===== src/rtl/readout_regs.svh =====
// Register offsets, field positions, reset values and timing counts
`ifndef READOUT_REGS_SVH
`define READOUT_REGS_SVH
`define REG_DEV_ID_ADDR   7'h40
`define REG_CTRL_ADDR     7'h55
`define DEV_ID_MSB        6
`define SEL_MSB           7
`define SEL_LSB           6
`define DEV_ID_RST        8'h50
`define CTRL_RST          8'h00
`define SEL_OFF           2'h0
`define SEL_FULL          2'h3
`define EE_FIRST          7'h00
`define EE_LAST           7'h7f
`define CFG_FIRST         7'h40
`define CFG_LAST          7'h61
`define SEND01_FIRST      7'h5b
`define SEND11_FIRST      7'h40
`define SEND_LAST         7'h3f
`define CLK_PERIOD_NS     10.0
`define RO_FAST_PERIOD_NS 780.0
`define RO_SLOW_PERIOD_US 3.125
`define RO_FAST_CYC       (int'(`RO_FAST_PERIOD_NS / `CLK_PERIOD_NS))
`define RO_SLOW_CYC       (int'(`RO_SLOW_PERIOD_US * 1000.0 / `CLK_PERIOD_NS))
`define BIT_SLOTS         5'd18
`define FRAME_LAST_SLOT   5'd19
`define FIFO_DEPTH        16
`define BYTE_W            8
`endif


===== src/rtl/readout_pkg.sv =====
// Types shared by the configuration readout logic
`default_nettype none
package readout_pkg;
   typedef enum logic [2:0] {
      ST_BOOT,
      ST_NORMAL,
      ST_TM_LOAD,
      ST_TM_SEND,
      ST_TM_HOLD,
      ST_EXIT_LOAD
   } seq_state_t;
endpackage
`default_nettype wire


===== src/rtl/byte_fifo.sv =====
// Synchronous FIFO between the EEPROM reader and the Manchester sender
`timescale 1ns/1ns
`default_nettype none
`include "readout_regs.svh"
module byte_fifo #(
   parameter int WIDTH = `BYTE_W,
   parameter int DEPTH = `FIFO_DEPTH
) (
   input  wire logic             core_clk,
   input  wire logic             rst,
   input  wire logic             flush,
   input  wire logic             in_valid,
   input  wire logic [WIDTH-1:0] in_data,
   output logic                  in_ready,
   output logic                  out_valid,
   output logic      [WIDTH-1:0] out_data,
   input  wire logic             out_ready
);
   // Depth must be a power of two; the extra pointer bit tells full from empty
   localparam int AW = $clog2(DEPTH);
   logic [WIDTH-1:0] mem_q [DEPTH];
   logic [AW:0]      wr_q;
   logic [AW:0]      wr_d;
   logic [AW:0]      rd_q;
   logic [AW:0]      rd_d;
   logic             push;
   logic             pop;

   assign in_ready  = (wr_q[AW-1:0] != rd_q[AW-1:0]) || (wr_q[AW] == rd_q[AW]);
   assign out_valid = wr_q != rd_q;
   assign out_data  = mem_q[rd_q[AW-1:0]];
   assign push      = in_valid && in_ready;
   assign pop       = out_valid && out_ready;

   always_comb begin
      wr_d = wr_q;
      rd_d = rd_q;
      if (flush) begin
         wr_d = '0;
         rd_d = '0;
      end else begin
         if (push) wr_d = wr_q + 1'b1;
         if (pop) rd_d = rd_q + 1'b1;
      end
   end

   always_ff @(posedge core_clk) begin
      if (rst) begin
         wr_q <= '0;
         rd_q <= '0;
      end else begin
         wr_q <= wr_d;
         rd_q <= rd_d;
      end
   end

   always_ff @(posedge core_clk) begin
      if (push && !flush) mem_q[wr_q[AW-1:0]] <= in_data;
   end
endmodule
`default_nettype wire


===== src/rtl/manchester_tx.sv =====
// Readout clock divider and Manchester byte-frame sender for the sink
`timescale 1ns/1ns
`default_nettype none
`include "readout_regs.svh"
module manchester_tx #(
   parameter int FAST_CYC = `RO_FAST_CYC,
   parameter int SLOW_CYC = `RO_SLOW_CYC
) (
   input  wire logic       core_clk,
   input  wire logic       rst,
   input  wire logic       abort,
   input  wire logic       fast_readout_rate,
   input  wire logic       in_valid,
   input  wire logic [7:0] in_data,
   output logic            in_ready,
   output logic            sink_on,
   output logic            busy
);
   localparam logic [8:0] FAST_L = 9'(FAST_CYC - 1);
   localparam logic [8:0] SLOW_L = 9'(SLOW_CYC - 1);
   logic       busy_q;
   logic       busy_d;
   logic [8:0] div_q;
   logic [8:0] div_d;
   logic [4:0] slot_q;
   logic [4:0] slot_d;
   logic [8:0] shift_q;
   logic [8:0] shift_d;
   logic       sink_q;
   logic       sink_d;
   logic       tick;
   logic [3:0] bit_idx;

   assign tick     = busy_q && (div_q >= (fast_readout_rate ? FAST_L : SLOW_L));
   assign in_ready = !busy_q && !abort;
   assign sink_on  = sink_q;
   assign busy     = busy_q;

   always_comb begin
      busy_d  = busy_q;
      div_d   = div_q;
      slot_d  = slot_q;
      shift_d = shift_q;
      if (abort) begin
         busy_d = 1'b0;
      end else if (in_valid && in_ready) begin
         busy_d  = 1'b1;
         div_d   = '0;
         slot_d  = '0;
         shift_d = {1'b1, in_data};
      end else if (tick) begin
         div_d = '0;
         if (slot_q == `FRAME_LAST_SLOT) busy_d = 1'b0;
         else slot_d = slot_q + 5'd1;
      end else if (busy_q) begin
         div_d = div_q + 9'd1;
      end
      // Start bit first, then data most significant bit first
      bit_idx = 4'd8 - slot_d[4:1];
      // One bit is on then off, zero bit off then on; pause keeps sink off
      sink_d  = busy_d && (slot_d < `BIT_SLOTS) && (shift_d[bit_idx] ^ slot_d[0]);
   end

   always_ff @(posedge core_clk) begin
      if (rst) begin
         busy_q  <= 1'b0;
         div_q   <= '0;
         slot_q  <= '0;
         shift_q <= '0;
         sink_q  <= 1'b0;
      end else begin
         busy_q  <= busy_d;
         div_q   <= div_d;
         slot_q  <= slot_d;
         shift_q <= shift_d;
         sink_q  <= sink_d;
      end
   end
endmodule
`default_nettype wire


===== src/rtl/config_readout_manchester.sv =====
// Test-mode control, EEPROM reload and configuration readout on the alarm pin
`timescale 1ns/1ns
`default_nettype none
`include "readout_regs.svh"
module config_readout_manchester #(
   parameter int FIFO_DEPTH = `FIFO_DEPTH,
   parameter int FAST_CYC   = `RO_FAST_CYC,
   parameter int SLOW_CYC   = `RO_SLOW_CYC
) (
   input  wire logic       core_clk,
   input  wire logic       rst,
   input  wire logic       entry_cmp_async,
   input  wire logic       exit_cmp_async,
   input  wire logic       fast_readout_rate,
   output logic            ee_req,
   output logic      [6:0] ee_dev_id,
   output logic      [6:0] ee_addr,
   input  wire logic       ee_ack,
   input  wire logic [7:0] ee_rdata,
   output logic            sink_on,
   output logic            test_mode,
   output logic            cfg_loading,
   output logic            normal_run,
   output logic      [7:0] eeprom_bus_identifier,
   output logic      [1:0] test_mode_select
);
   readout_pkg::seq_state_t state_q;
   readout_pkg::seq_state_t state_d;
   logic [6:0] addr_q;
   logic [6:0] addr_d;
   logic [6:0] last_q;
   logic [6:0] last_d;
   logic       req_q;
   logic       req_d;
   logic [7:0] dev_q;
   logic [7:0] dev_d;
   logic [7:0] ctrl_q;
   logic [7:0] ctrl_d;
   logic [1:0] sel;
   logic       in_tm;
   logic       rd_ack;
   logic       last_hit;
   logic       abort;
   logic       reading;
   logic       push;
   logic       fifo_in_ready;
   logic       fifo_out_valid;
   logic [7:0] fifo_out_data;
   logic       tx_in_ready;
   logic       entry_s;
   logic       exit_s;

   // Pin comparator levels: three stages, change accepted when last two agree
   logic [1:0] async_in;
   logic [2:0] sync_q [2];
   logic [1:0] lvl_q;
   logic [1:0] lvl_d;
   assign async_in = {exit_cmp_async, entry_cmp_async};

   for (genvar gi = 0; gi < 2; gi++) begin : g_sync
      always_ff @(posedge core_clk) begin
         if (rst) sync_q[gi] <= 3'h0;
         else sync_q[gi] <= {sync_q[gi][1:0], async_in[gi]};
      end
      assign lvl_d[gi] = (sync_q[gi][1] == sync_q[gi][2]) ? sync_q[gi][1]
                                                          : lvl_q[gi];
   end

   always_ff @(posedge core_clk) begin
      if (rst) lvl_q <= 2'h0;
      else lvl_q <= lvl_d;
   end

   assign entry_s = lvl_q[0];
   assign exit_s  = lvl_q[1];

   assign sel      = ctrl_q[`SEL_MSB:`SEL_LSB];
   assign in_tm    = (state_q == readout_pkg::ST_TM_LOAD) ||
                     (state_q == readout_pkg::ST_TM_SEND) ||
                     (state_q == readout_pkg::ST_TM_HOLD);
   assign rd_ack   = req_q && ee_ack;
   assign last_hit = addr_q == last_q;
   assign reading  = (state_q == readout_pkg::ST_BOOT) ||
                     (state_q == readout_pkg::ST_TM_LOAD) ||
                     (state_q == readout_pkg::ST_TM_SEND) ||
                     (state_q == readout_pkg::ST_EXIT_LOAD);
   assign push     = rd_ack && (state_q == readout_pkg::ST_TM_SEND) && !abort;

   always_comb begin
      state_d = state_q;
      addr_d  = addr_q;
      last_d  = last_q;
      req_d   = req_q;
      dev_d   = dev_q;
      ctrl_d  = ctrl_q;
      abort   = 1'b0;
      // One read outstanding; the sender's FIFO room throttles readout reads
      if (reading && !req_q &&
          (state_q != readout_pkg::ST_TM_SEND || fifo_in_ready)) begin
         req_d = 1'b1;
      end
      if (rd_ack) begin
         req_d  = 1'b0;
         addr_d = addr_q + 7'd1;
         if (state_q != readout_pkg::ST_TM_SEND) begin
            if (addr_q == `REG_DEV_ID_ADDR) dev_d = ee_rdata;
            if (addr_q == `REG_CTRL_ADDR) ctrl_d = ee_rdata;
         end
      end
      case (state_q)
         readout_pkg::ST_BOOT: begin
            if (rd_ack && last_hit) state_d = readout_pkg::ST_NORMAL;
         end
         readout_pkg::ST_NORMAL: begin
            if (sel[0] && entry_s && !exit_s) begin
               state_d = readout_pkg::ST_TM_LOAD;
               addr_d  = `CFG_FIRST;
               last_d  = `CFG_LAST;
            end
         end
         readout_pkg::ST_TM_LOAD: begin
            if (rd_ack && last_hit) begin
               // Select may have changed with the re-read; use fresh value
               if (ctrl_d[`SEL_LSB]) begin
                  state_d = readout_pkg::ST_TM_SEND;
                  addr_d  = (ctrl_d[`SEL_MSB:`SEL_LSB] == `SEL_FULL)
                            ? `SEND11_FIRST : `SEND01_FIRST;
                  last_d  = `SEND_LAST;
               end else begin
                  state_d = readout_pkg::ST_TM_HOLD;
               end
            end
         end
         readout_pkg::ST_TM_SEND: begin
            if (rd_ack && last_hit) state_d = readout_pkg::ST_TM_HOLD;
         end
         readout_pkg::ST_TM_HOLD: begin
            state_d = readout_pkg::ST_TM_HOLD;
         end
         readout_pkg::ST_EXIT_LOAD: begin
            if (rd_ack && last_hit) state_d = readout_pkg::ST_NORMAL;
         end
         default: begin
            state_d = readout_pkg::ST_BOOT;
            addr_d  = `EE_FIRST;
            last_d  = `EE_LAST;
            req_d   = 1'b0;
         end
      endcase
      // Leaving test mode beats the request and state steps above, including a pending read; register captures still take effect
      if (in_tm && exit_s) begin
         abort = 1'b1;
         req_d = 1'b0;
         if (sel == `SEL_OFF) begin
            state_d = readout_pkg::ST_NORMAL;
         end else begin
            state_d = readout_pkg::ST_EXIT_LOAD;
            addr_d  = (sel == `SEL_FULL) ? `EE_FIRST : `CFG_FIRST;
            last_d  = (sel == `SEL_FULL) ? `EE_LAST : `CFG_LAST;
         end
      end
   end

   always_ff @(posedge core_clk) begin
      if (rst) begin
         state_q <= readout_pkg::ST_BOOT;
         addr_q  <= `EE_FIRST;
         last_q  <= `EE_LAST;
         req_q   <= 1'b0;
         dev_q   <= `DEV_ID_RST;
         ctrl_q  <= `CTRL_RST;
      end else begin
         state_q <= state_d;
         addr_q  <= addr_d;
         last_q  <= last_d;
         req_q   <= req_d;
         dev_q   <= dev_d;
         ctrl_q  <= ctrl_d;
      end
   end

   byte_fifo #(
      .WIDTH (8),
      .DEPTH (FIFO_DEPTH)
   ) u_fifo (
      .core_clk  (core_clk),
      .rst       (rst),
      .flush     (abort),
      .in_valid  (push),
      .in_data   (ee_rdata),
      .in_ready  (fifo_in_ready),
      .out_valid (fifo_out_valid),
      .out_data  (fifo_out_data),
      .out_ready (tx_in_ready)
   );

   manchester_tx #(
      .FAST_CYC (FAST_CYC),
      .SLOW_CYC (SLOW_CYC)
   ) u_tx (
      .core_clk          (core_clk),
      .rst               (rst),
      .abort             (abort),
      .fast_readout_rate (fast_readout_rate),
      .in_valid          (fifo_out_valid),
      .in_data           (fifo_out_data),
      .in_ready          (tx_in_ready),
      .sink_on           (sink_on),
      .busy              ()
   );

   assign ee_req                = req_q;
   assign ee_addr               = addr_q;
   assign ee_dev_id             = dev_q[`DEV_ID_MSB:0];
   assign eeprom_bus_identifier = dev_q;
   assign test_mode_select      = sel;
   assign test_mode             = in_tm;
   assign cfg_loading           = (state_q == readout_pkg::ST_BOOT) ||
                                  (state_q == readout_pkg::ST_TM_LOAD) ||
                                  (state_q == readout_pkg::ST_EXIT_LOAD);
   // Select 00 or 10 keeps the device running normally in ST_TM_HOLD, after the re-read
   assign normal_run = (state_q == readout_pkg::ST_NORMAL) ||
                       (state_q == readout_pkg::ST_TM_HOLD && !sel[0]);
endmodule
`default_nettype wire


===== config.mk =====
export PLATFORM = sky130hd
export DESIGN_NAME = config_readout_manchester
export DESIGN_NICKNAME = d
export VERILOG_FILES = /design/src/rtl/readout_pkg.sv /design/src/rtl/byte_fifo.sv /design/src/rtl/manchester_tx.sv /design/src/rtl/config_readout_manchester.sv
export VERILOG_INCLUDE_DIRS = /design/src /design/src/rtl
export SDC_FILE = /design/constraint.sdc
export NUM_CORES = 1
export LEC_CHECK = 0
export ABC_AREA = 1
export CAP_MARGIN = 20
export CORE_ASPECT_RATIO = 0.7
export CORE_MARGIN = 8
export CORE_UTILIZATION = 40
export DETAILED_ROUTE_END_ITERATION = 16
export DONT_BUFFER_PORTS = 1
export SLEW_MARGIN = 20
export SYNTH_ARGS = -nofsm -noshare
export SYNTH_HDL_FRONTEND = slang
export SYNTH_HIERARCHICAL = 1
export SYNTH_SLANG_ARGS = --single-unit

===== constraint.sdc =====
create_clock -name core_clk -period 2.7 [get_ports core_clk]
set_clock_uncertainty 0.05 [all_clocks]
set_input_delay 0.27 -clock core_clk [delete_from_list [all_inputs] [get_ports core_clk]]
set_output_delay 0.27 -clock core_clk [all_outputs]
set_load 0.02 [all_outputs]

# Yosys cells after proc, flatten, opt, wreduce, memory -nomap -nowiden
# Memories as Yosys holds them, arrays and structs flattened. A register that Yosys moved wholly into a read port is not among the register bits.
# Index checks and enable logic that the tools add are counted.
[op_classes] mux=53 addsub=6 bitwise_logic=5 eq_ne=21 magnitude_cmp=3 reduce_logical=43
[op_table] operator="7-bit 2-to-1 mux" count=12
[op_table] operator="9-bit 2-to-1 mux" count=6
[op_table] operator="7-bit case mux with 3 select lines" count=2
[op_table] operator="5-bit 2-to-1 mux" count=6
[op_table] operator="3-bit 2-to-1 mux" count=9
[op_table] operator="8-bit 2-to-1 mux" count=3
[op_table] operator="1-bit logical AND" count=17
[op_table] operator="5-bit by 1-bit adder with 5-bit output (second input constant)" count=3
[op_table] operator="3-bit case mux with 5 select lines" count=1
[op_table] operator="7-bit == test (second input constant)" count=2
[op_table] operator="1-bit 2-to-1 mux" count=11
[op_table] operator="9-bit by 1-bit adder with 9-bit output (second input constant)" count=1
[op_table] operator="9-bit greater-or-equal comparator" count=1
[op_table] operator="1-bit logical OR" count=9
[op_table] operator="4-bit 2-to-1 mux" count=2
[op_table] operator="4-bit OR reduction" count=2
[op_table] operator="7-bit by 1-bit adder with 7-bit output (second input constant)" count=1
[op_table] operator="7-bit == test" count=1
[op_table] operator="3-bit by 2-bit == test with 1-bit output (second input constant)" count=2
[op_table] operator="3-bit == test (second input constant)" count=2
[op_table] operator="3-bit by 1-bit inequality test with 1-bit output (second input constant)" count=2
[op_table] operator="3-bit inequality test (second input constant)" count=2
[op_table] operator="3-bit AND reduction" count=2
[op_table] operator="6-bit OR reduction" count=1
[op_table] operator="21 further kinds" count=31
[word_totals] register_bits=71 mem_bits_rw=134 n_memories=2 word_cells=149 out_inout_bits=29
[mem_list] memory="u_fifo.mem_q" depth=16 word_bits=8 read_ports=1 rd_clocked_by_memory_dff=1 wr=1 line_no="byte_fifo.sv:21" rtl="logic [WIDTH-1:0] mem_q [DEPTH];"
[mem_list] memory="sync_q" depth=2 word_bits=3 read_ports=2 rd_clocked_by_memory_dff=0 wr=2 line_no="config_readout_manchester.sv:55" rtl="logic [2:0] sync_q [2];"

# Logic depth before layout (Yosys ltp)
[depth] ltp_word=15 depth_mapped=25 mapped_depth_nobuf=24

# Cells and area by module
# Netlist, hierarchy kept.
[by_module_without_submodules] mod="byte_fifo" area_per_inst_um2=6097.1 instances=1 seq_area_each_um2=4124.0 cells_per_inst=544
[by_module_without_submodules] mod="config_readout_manchester" area_per_inst_um2=1913.1 instances=1 seq_area_each_um2=720.7 cells_per_inst=287
[by_module_without_submodules] mod="manchester_tx" area_per_inst_um2=1650.3 instances=1 seq_area_each_um2=500.5 cells_per_inst=246

# Worst setup path before layout
# OpenSTA, ideal clock, no wires.
[synth_timing] path_kind="register to register" start="register state_q[2]" end="register u_tx.sink_q, in the netlist u_tx/sink_on" t_arrival_ps=2459 path_slack_ps=80 stages_incl_launch_ff=23 setup_time_ps=110 period_less_slack_ps=2620 cell_sequence="dfxtp_1 > buf_4 > nor2_1 > nand2_1 > nand2_4 > nand2_4 > inv_4 > nor2_2 > nand2_2 > inv_2 > nor2_1 > nand2_1 > nand2_2 > nand2_2 > ha_1 > inv_1 > nand3_1 > nand3_1 > nand3_2 > nand2_1 > nand2_1 > nand2_1 > nor2_2"
[synth_between] elab_chain_cells=15 word_cells_on_any_way=23 cone_classes="add/sub (1); order compare (1); eq/ne (3); mux (9); bitwise (1); reduce/logical (8)"
[synth_lines] element="start: declaration" line_no="config_readout_manchester.sv:27" rtl="readout_pkg::seq_state_t state_q;"
[synth_lines] element="start signal: assignment" line_no="config_readout_manchester.sv:166" rtl="state_q <= readout_pkg::ST_BOOT;"
[synth_lines] element="start signal: assignment" line_no="config_readout_manchester.sv:173" rtl="state_q <= state_d;"
[synth_lines] element="3-bit by 2-bit == test with 1-bit output, on equally long branches" line_no="config_readout_manchester.sv:78, config_readout_manchester.sv:79"
[synth_lines] element="1-bit logical OR" line_no="config_readout_manchester.sv:78" rtl="assign in_tm = (state_q == readout_pkg::ST_TM_LOAD) ||"
[synth_lines] element="1-bit logical OR *" line_no="config_readout_manchester.sv:79" rtl="(state_q == readout_pkg::ST_TM_SEND) ||"
[synth_lines] element="via test_mode" line_no="config_readout_manchester.sv:21" rtl="output logic test_mode,"
[synth_lines] element="1-bit logical AND *" line_no="config_readout_manchester.sv:151" rtl="if (in_tm && exit_s) begin"
[synth_lines] element="1-bit 2-to-1 mux *" line_no="config_readout_manchester.sv:151"
[synth_lines] element="via abort" line_no="config_readout_manchester.sv:43" rtl="logic abort;"
[synth_lines] element="1-bit zero test *" line_no="manchester_tx.sv:35" rtl="assign in_ready = !busy_q && !abort;"
[synth_lines] element="[1 not listed]"
[synth_lines] element="via tx_in_ready" line_no="config_readout_manchester.sv:49" rtl="logic tx_in_ready;"
[synth_lines] element="1-bit logical AND *" line_no="manchester_tx.sv:46" rtl="end else if (in_valid && in_ready) begin"
[synth_lines] element="5-bit 2-to-1 mux" line_no="manchester_tx.sv:46"
[synth_lines] element="5-bit 2-to-1 mux" line_no="manchester_tx.sv:44" rtl="if (abort) begin"
[synth_lines] element="4-bit subtractor" line_no="manchester_tx.sv:59" rtl="bit_idx = 4'd8 - slot_d[4:1];"
[synth_lines] element="1-bit binary-select mux with 4-bit select" line_no="manchester_tx.sv:61" rtl="sink_d = busy_d && (slot_d < `BIT_SLOTS) && (shift_d[bit_idx] ^ slot_d[0]);"
[synth_lines] element="1-bit 2-to-1 mux (implied by the code)" line_no="manchester_tx.sv:61"
[synth_lines] element="1-bit bitwise XOR" line_no="manchester_tx.sv:61"
[synth_lines] element="1-bit logical AND *" line_no="manchester_tx.sv:61"
[synth_lines] element="end signal: assignment" line_no="manchester_tx.sv:76" rtl="sink_q <= sink_d;"
[synth_lines] element="end: declaration" line_no="manchester_tx.sv:29" rtl="logic sink_q;"
# The timed path passes the listed nets; every way through them passes the cells marked *. The select of a mux whose other input is x is not followed.
# A chain may end at the register's enable or synchronous reset.

# Worst setup path after layout
[layout_timing] start="register u_tx.div_q[0]" end="register u_tx.sink_q, in the netlist u_tx/sink_on"
[layout_between] elab_chain_cells=10 word_cells_on_any_way=15 cone_classes="add/sub (1); order compare (2); mux (8); bitwise (1); reduce/logical (3)"
[layout_lines] element="start: declaration" line_no="manchester_tx.sv:23" rtl="logic [8:0] div_q;"
[layout_lines] element="start signal: assignment" line_no="manchester_tx.sv:73" rtl="div_q <= div_d;"
[layout_lines] element="9-bit greater-or-equal comparator *" line_no="manchester_tx.sv:34" rtl="assign tick = busy_q && (div_q >= (fast_readout_rate ? FAST_L : SLOW_L));"
[layout_lines] element="1-bit logical AND *" line_no="manchester_tx.sv:34"
[layout_lines] element="5-bit 2-to-1 mux" line_no="manchester_tx.sv:51" rtl="end else if (tick) begin"
[layout_lines] element="5-bit 2-to-1 mux" line_no="manchester_tx.sv:46"
[layout_lines] element="5-bit 2-to-1 mux" line_no="manchester_tx.sv:44"
[layout_lines] element="4-bit subtractor" line_no="manchester_tx.sv:59"
[layout_lines] element="1-bit binary-select mux with 4-bit select" line_no="manchester_tx.sv:61"
[layout_lines] element="1-bit 2-to-1 mux (implied by the code)" line_no="manchester_tx.sv:61"
[layout_lines] element="1-bit bitwise XOR" line_no="manchester_tx.sv:61"
[layout_lines] element="1-bit logical AND *" line_no="manchester_tx.sv:61"
# Mark *: on every way between the ends. The rest lies on a longest branch, timed or not. The select of a mux whose other input is x is not followed.

==> summary.md <==
| Metric | Value |
|---|---|
| Outcome | finished, final reports clean |
| Min-Delay Path Class | in2reg |
| Number of nets in the synthesized netlist | 1108 |
| Vias after detailed routing | 7094 |
| Pins Over Slew Limit | 0 |
| Clock transition at the registers of the reported paths | 0.06 ns |
| Sequential element share of the synthesized area | 55.3% |
| Post-synth top area share | 39.8% |
| Total clock buffers created by CTS | 22 |
| Number of synthesized flops with an enable pin | 128 |
| Pre-CTS setup slack | 0.125 ns |
| Synth Instances | 1077 |
| Number of levels the H-tree was split into | 1 |
| Antenna viol nets, final | 0 |
| Transition at the pin with the smallest max-transition slack | 0.808 ns |
| Die extent in y | 146 microns |
| Starting density of the core | 40.8% |
| Footprint of the flip-flops and latches | 5360 sq um |
| Top cells by count, synth | sky130_fd_sc_hd__nand2_1 (210), sky130_fd_sc_hd__inv_1 (143), sky130_fd_sc_hd__edfxtp_1 (128) |
| Total die area | 29500 sq um |
| Count of maximum capacitance violations | 0 |
| Remaining DRCs | 0 |
| Capturing element type of the critical path | flop |
| Fin crit share | 92.5% |
| Number of top-level pins | 43 |
| CP arrival | 2.89 ns |
| Routability congestion estimate | 0.824 |
| Max stage delay cell, worst path | sky130_fd_sc_hd__dfxtp_1 |
| Placed wire-length estimate | 15100 microns |
| Highest cell delay on the worst timing path | 0.37 ns |
| Summed instance area of the synthesized netlist | 9660 sq um |
| Width of the die | 202 microns |
| Layout area overhead | 14.2% |
| Core area | 23700 sq um |
| Maximum clock frequency | 0.401 GHz |
| Setup violations, final | 0 |
| Worst-case clock buffer depth | 3 |
| Setup slack of the critical path after layout | 0.203 ns |
| Total routing resource utilization after global routing | 14.6% |
| List of cells traversed by the critical path | inv_1 -> ha_1 -> nand2_1 -> nor2_1 -> nand3_1 -> nand4_4 -> nand2_4 -> nand2_1 -> nand3_1 -> nand2_1 -> nand2_2 -> ha_4 -> inv_1 -> nand3_1 -> nand3_1 -> nand3_2 -> nand2_1 -> nand2_1 -> nand2_1 -> nor2_2 |
| Leakage power summed over all cells | 4.48 nW |
| Root Buffer Master | sky130_fd_sc_hd__clkbuf_16 |
| Pin count of the biggest net entering global routing | 65 |
| Initial antenna violation count | 1 |
| Max FO, Critical Path | 8 |
| Worst EP required | 3.09 ns |
| Total area of multi-input combinational cells | 3530 sq um |
| Hold WS | 0.0287 ns |
| Top cell type by total area after synthesis | sky130_fd_sc_hd__edfxtp_1 |
| Overflow left after global routing | 0 |
| Final TNS setup | 0 ns |
| Number of library cell types mapped by synthesis | 39 |
| First-pass GRT wire length | 35400 microns |
| Clock tree from TritonCTS | yes |
| Clock insertion delay at the later pin of the skew report | 0.51 ns |
| Dominant cell by count in the synthesized netlist | sky130_fd_sc_hd__nand2_1 |
| Worst setup path category | reg2reg |
| Via density per instance | 4.94 |
| Number of failing hold endpoints at the final stage | 0 |
| Drt first pass iters | 5 |
| Mean post-synth cell area | 8.97 sq um |
| Count of nets after finishing | 1133 |
| Clock net sink count | 203 |
| Most frequent CP cell | sky130_fd_sc_hd__nand2_1 |
| Share of layout cells above drive strength 1 | 13.8% |
| Max-slew headroom at the worst pin | 45.9% |
| Total power divided by cell area | 805 nW/um^2 |
| Minimum clock period after layout | 2.50 ns |
| Yosys warns | 6 |
| Number of standard-cell rows in the floorplan | 47 |
| # port buffers | 0 |
| Post-DR wirelength/cell | 15.7 microns |
| Final wirelength | 22500 microns |
| Initial drt markers | 585 |
| Startpoint kind of the worst setup timing path | flop |
| FFs w/ async S/R, synth | 0% |
| Leading post-synthesis cells by cell area | sky130_fd_sc_hd__edfxtp_1 (40%), sky130_fd_sc_hd__dfxtp_1 (16%), sky130_fd_sc_hd__nand2_1 (8.2%), sky130_fd_sc_hd__inv_1 (5.6%), sky130_fd_sc_hd__nand3_1 (5.5%) |
| Vias in the first global route | 6517 |
| Most common flop cell mapped by yosys | sky130_fd_sc_hd__edfxtp_1 |
| Peak VDD IR | 0.502 mV |
| CP Buf/Inv Count | 2 |
| Number of synthesized register bits | 203 |
| Family with the most delay on the worst path | simple AND/OR/NAND/NOR gates |
| Fill cells | 2244 |
cell usage in the layout, fill, tap and decap left out, types with 8 or more instances in the layout:
master                          instances
sky130_fd_sc_hd__nand2_2               18
sky130_fd_sc_hd__ha_1                  14
sky130_fd_sc_hd__inv_1                143
sky130_fd_sc_hd__nand3_1              106
sky130_fd_sc_hd__dfxtp_1               69
sky130_fd_sc_hd__o211ai_1              34
sky130_fd_sc_hd__nor2_2                21
sky130_fd_sc_hd__or2_2                  8
sky130_fd_sc_hd__dlygate4sd3_1         12
sky130_fd_sc_hd__inv_2                  8
sky130_fd_sc_hd__buf_4                 29
sky130_fd_sc_hd__nor3_1                 8
sky130_fd_sc_hd__a21oi_1               47
sky130_fd_sc_hd__edfxtp_1             128
sky130_fd_sc_hd__xor2_1                11
sky130_fd_sc_hd__nor2_1               101
sky130_fd_sc_hd__nand4_1                9
sky130_fd_sc_hd__nand2_1              209
sky130_fd_sc_hd__o21ai_0               54
sky130_fd_sc_hd__clkbuf_16             23
what timing repair did:
action / in CTS / in global routing
hold buffers: 13 / 0
setup buffers: 0 / 3
gates resized for setup: 0 / 14
endpoints found under the setup margin: 0 / 2
endpoints found under the hold margin: 177 / 0
final timing paths:
kind,startpoint,to,slack [ns],cells after the start
worst max-delay path,u_tx/div_q[0],u_tx/sink_on,0.20,20
worst min-delay path,ee_ack,ee_req,0.03,3
worst max register to register,u_tx/div_q[0],u_tx/sink_on,0.20,20
worst min register to register,sync_q[0][0],sync_q[0][1],0.36,2
metal layers:
layer	vias to the layer above	global-route usage [%]	wire, microns
met2	168	21.3	9370
met3	28	3.65	1450
met1	3297	21.7	11300
li1	3599	-	-
met5	-	0	13
met4	2	2.88	349
final cells by class:
cell class	instances	area share, %
Sequential cell	203	48.6
Timing Repair Buffer	45	3.71
Multi-Input combinational cell	677	32.0
Clock buffer	31	5.59
Antenna cell	1	0.0227
Inverter	153	5.25
Clock inverter	9	1.24
Tap cell	318	3.61
worst min-delay path, cell delays in order:
cell,delay (ns)
sky130_fd_sc_hd__nand2_2,0.10
sky130_fd_sc_hd__nand4_1,0.13
sky130_fd_sc_hd__nor2_1,0.04
registers in the layout, indices dropped and copies added (netlist names), named ones only:
signal / flops
ctrl_q: 2
ee_addr: 7
ee_req: 1
eeprom_bus_identifier: 8
last_q: 7
lvl_q: 2
state_q: 3
sync_q: 6
u_fifo/mem_q: 128
u_fifo/rd_q: 5
u_fifo/wr_q: 5
u_tx/busy: 1
u_tx/div_q: 9
u_tx/shift_q: 9
u_tx/sink_on: 1
u_tx/slot_q: 5
metrics by stage:
| stage | cell area, sq um | power, mW | util (%) | std cells |
|---|---|---|---|---|
| 6_report | 11000 | 8.88 | 46.5 | 1437 |
| 5_1_grt | 11000 | 9.36 | 46.5 | 1437 |
| 4_1_cts | 10900 | 8.91 | 46.2 | 1433 |
| 3_5_place_dp | 10000 | 5.72 | 42.4 | 1380 |
| 3_3_place_gp | 10000 | 5.71 | 42.4 | 1380 |
| 2_1_floorplan | 9660 | 5.19 | - | 1077 |
logic make-up (layout without fill, tap and decap cells):
kind of cell | count (synthesis) | in the layout | share of synthesized area (%)
xor+xnor | 15 | 15 | 1.36
flops | 203 | 203 | 55.3
other cells | 0 | 1 | 0
compound gates | 145 | 145 | 8.61
buf+inv | 197 | 238 | 8.66
fa+ha+maj | 17 | 17 | 2.20
simple gates | 500 | 500 | 23.8
power breakdown:
part | switching [mW] | total [mW] | internal, mW | leakage [nW]
Combinational | 1.41 | 2.19 | 0.780 | 2.36
Sequential | 0.149 | 3.59 | 3.44 | 1.76
Clock | 1.21 | 3.10 | 1.89 | 0.365
(Power assumes the default switching activity.)
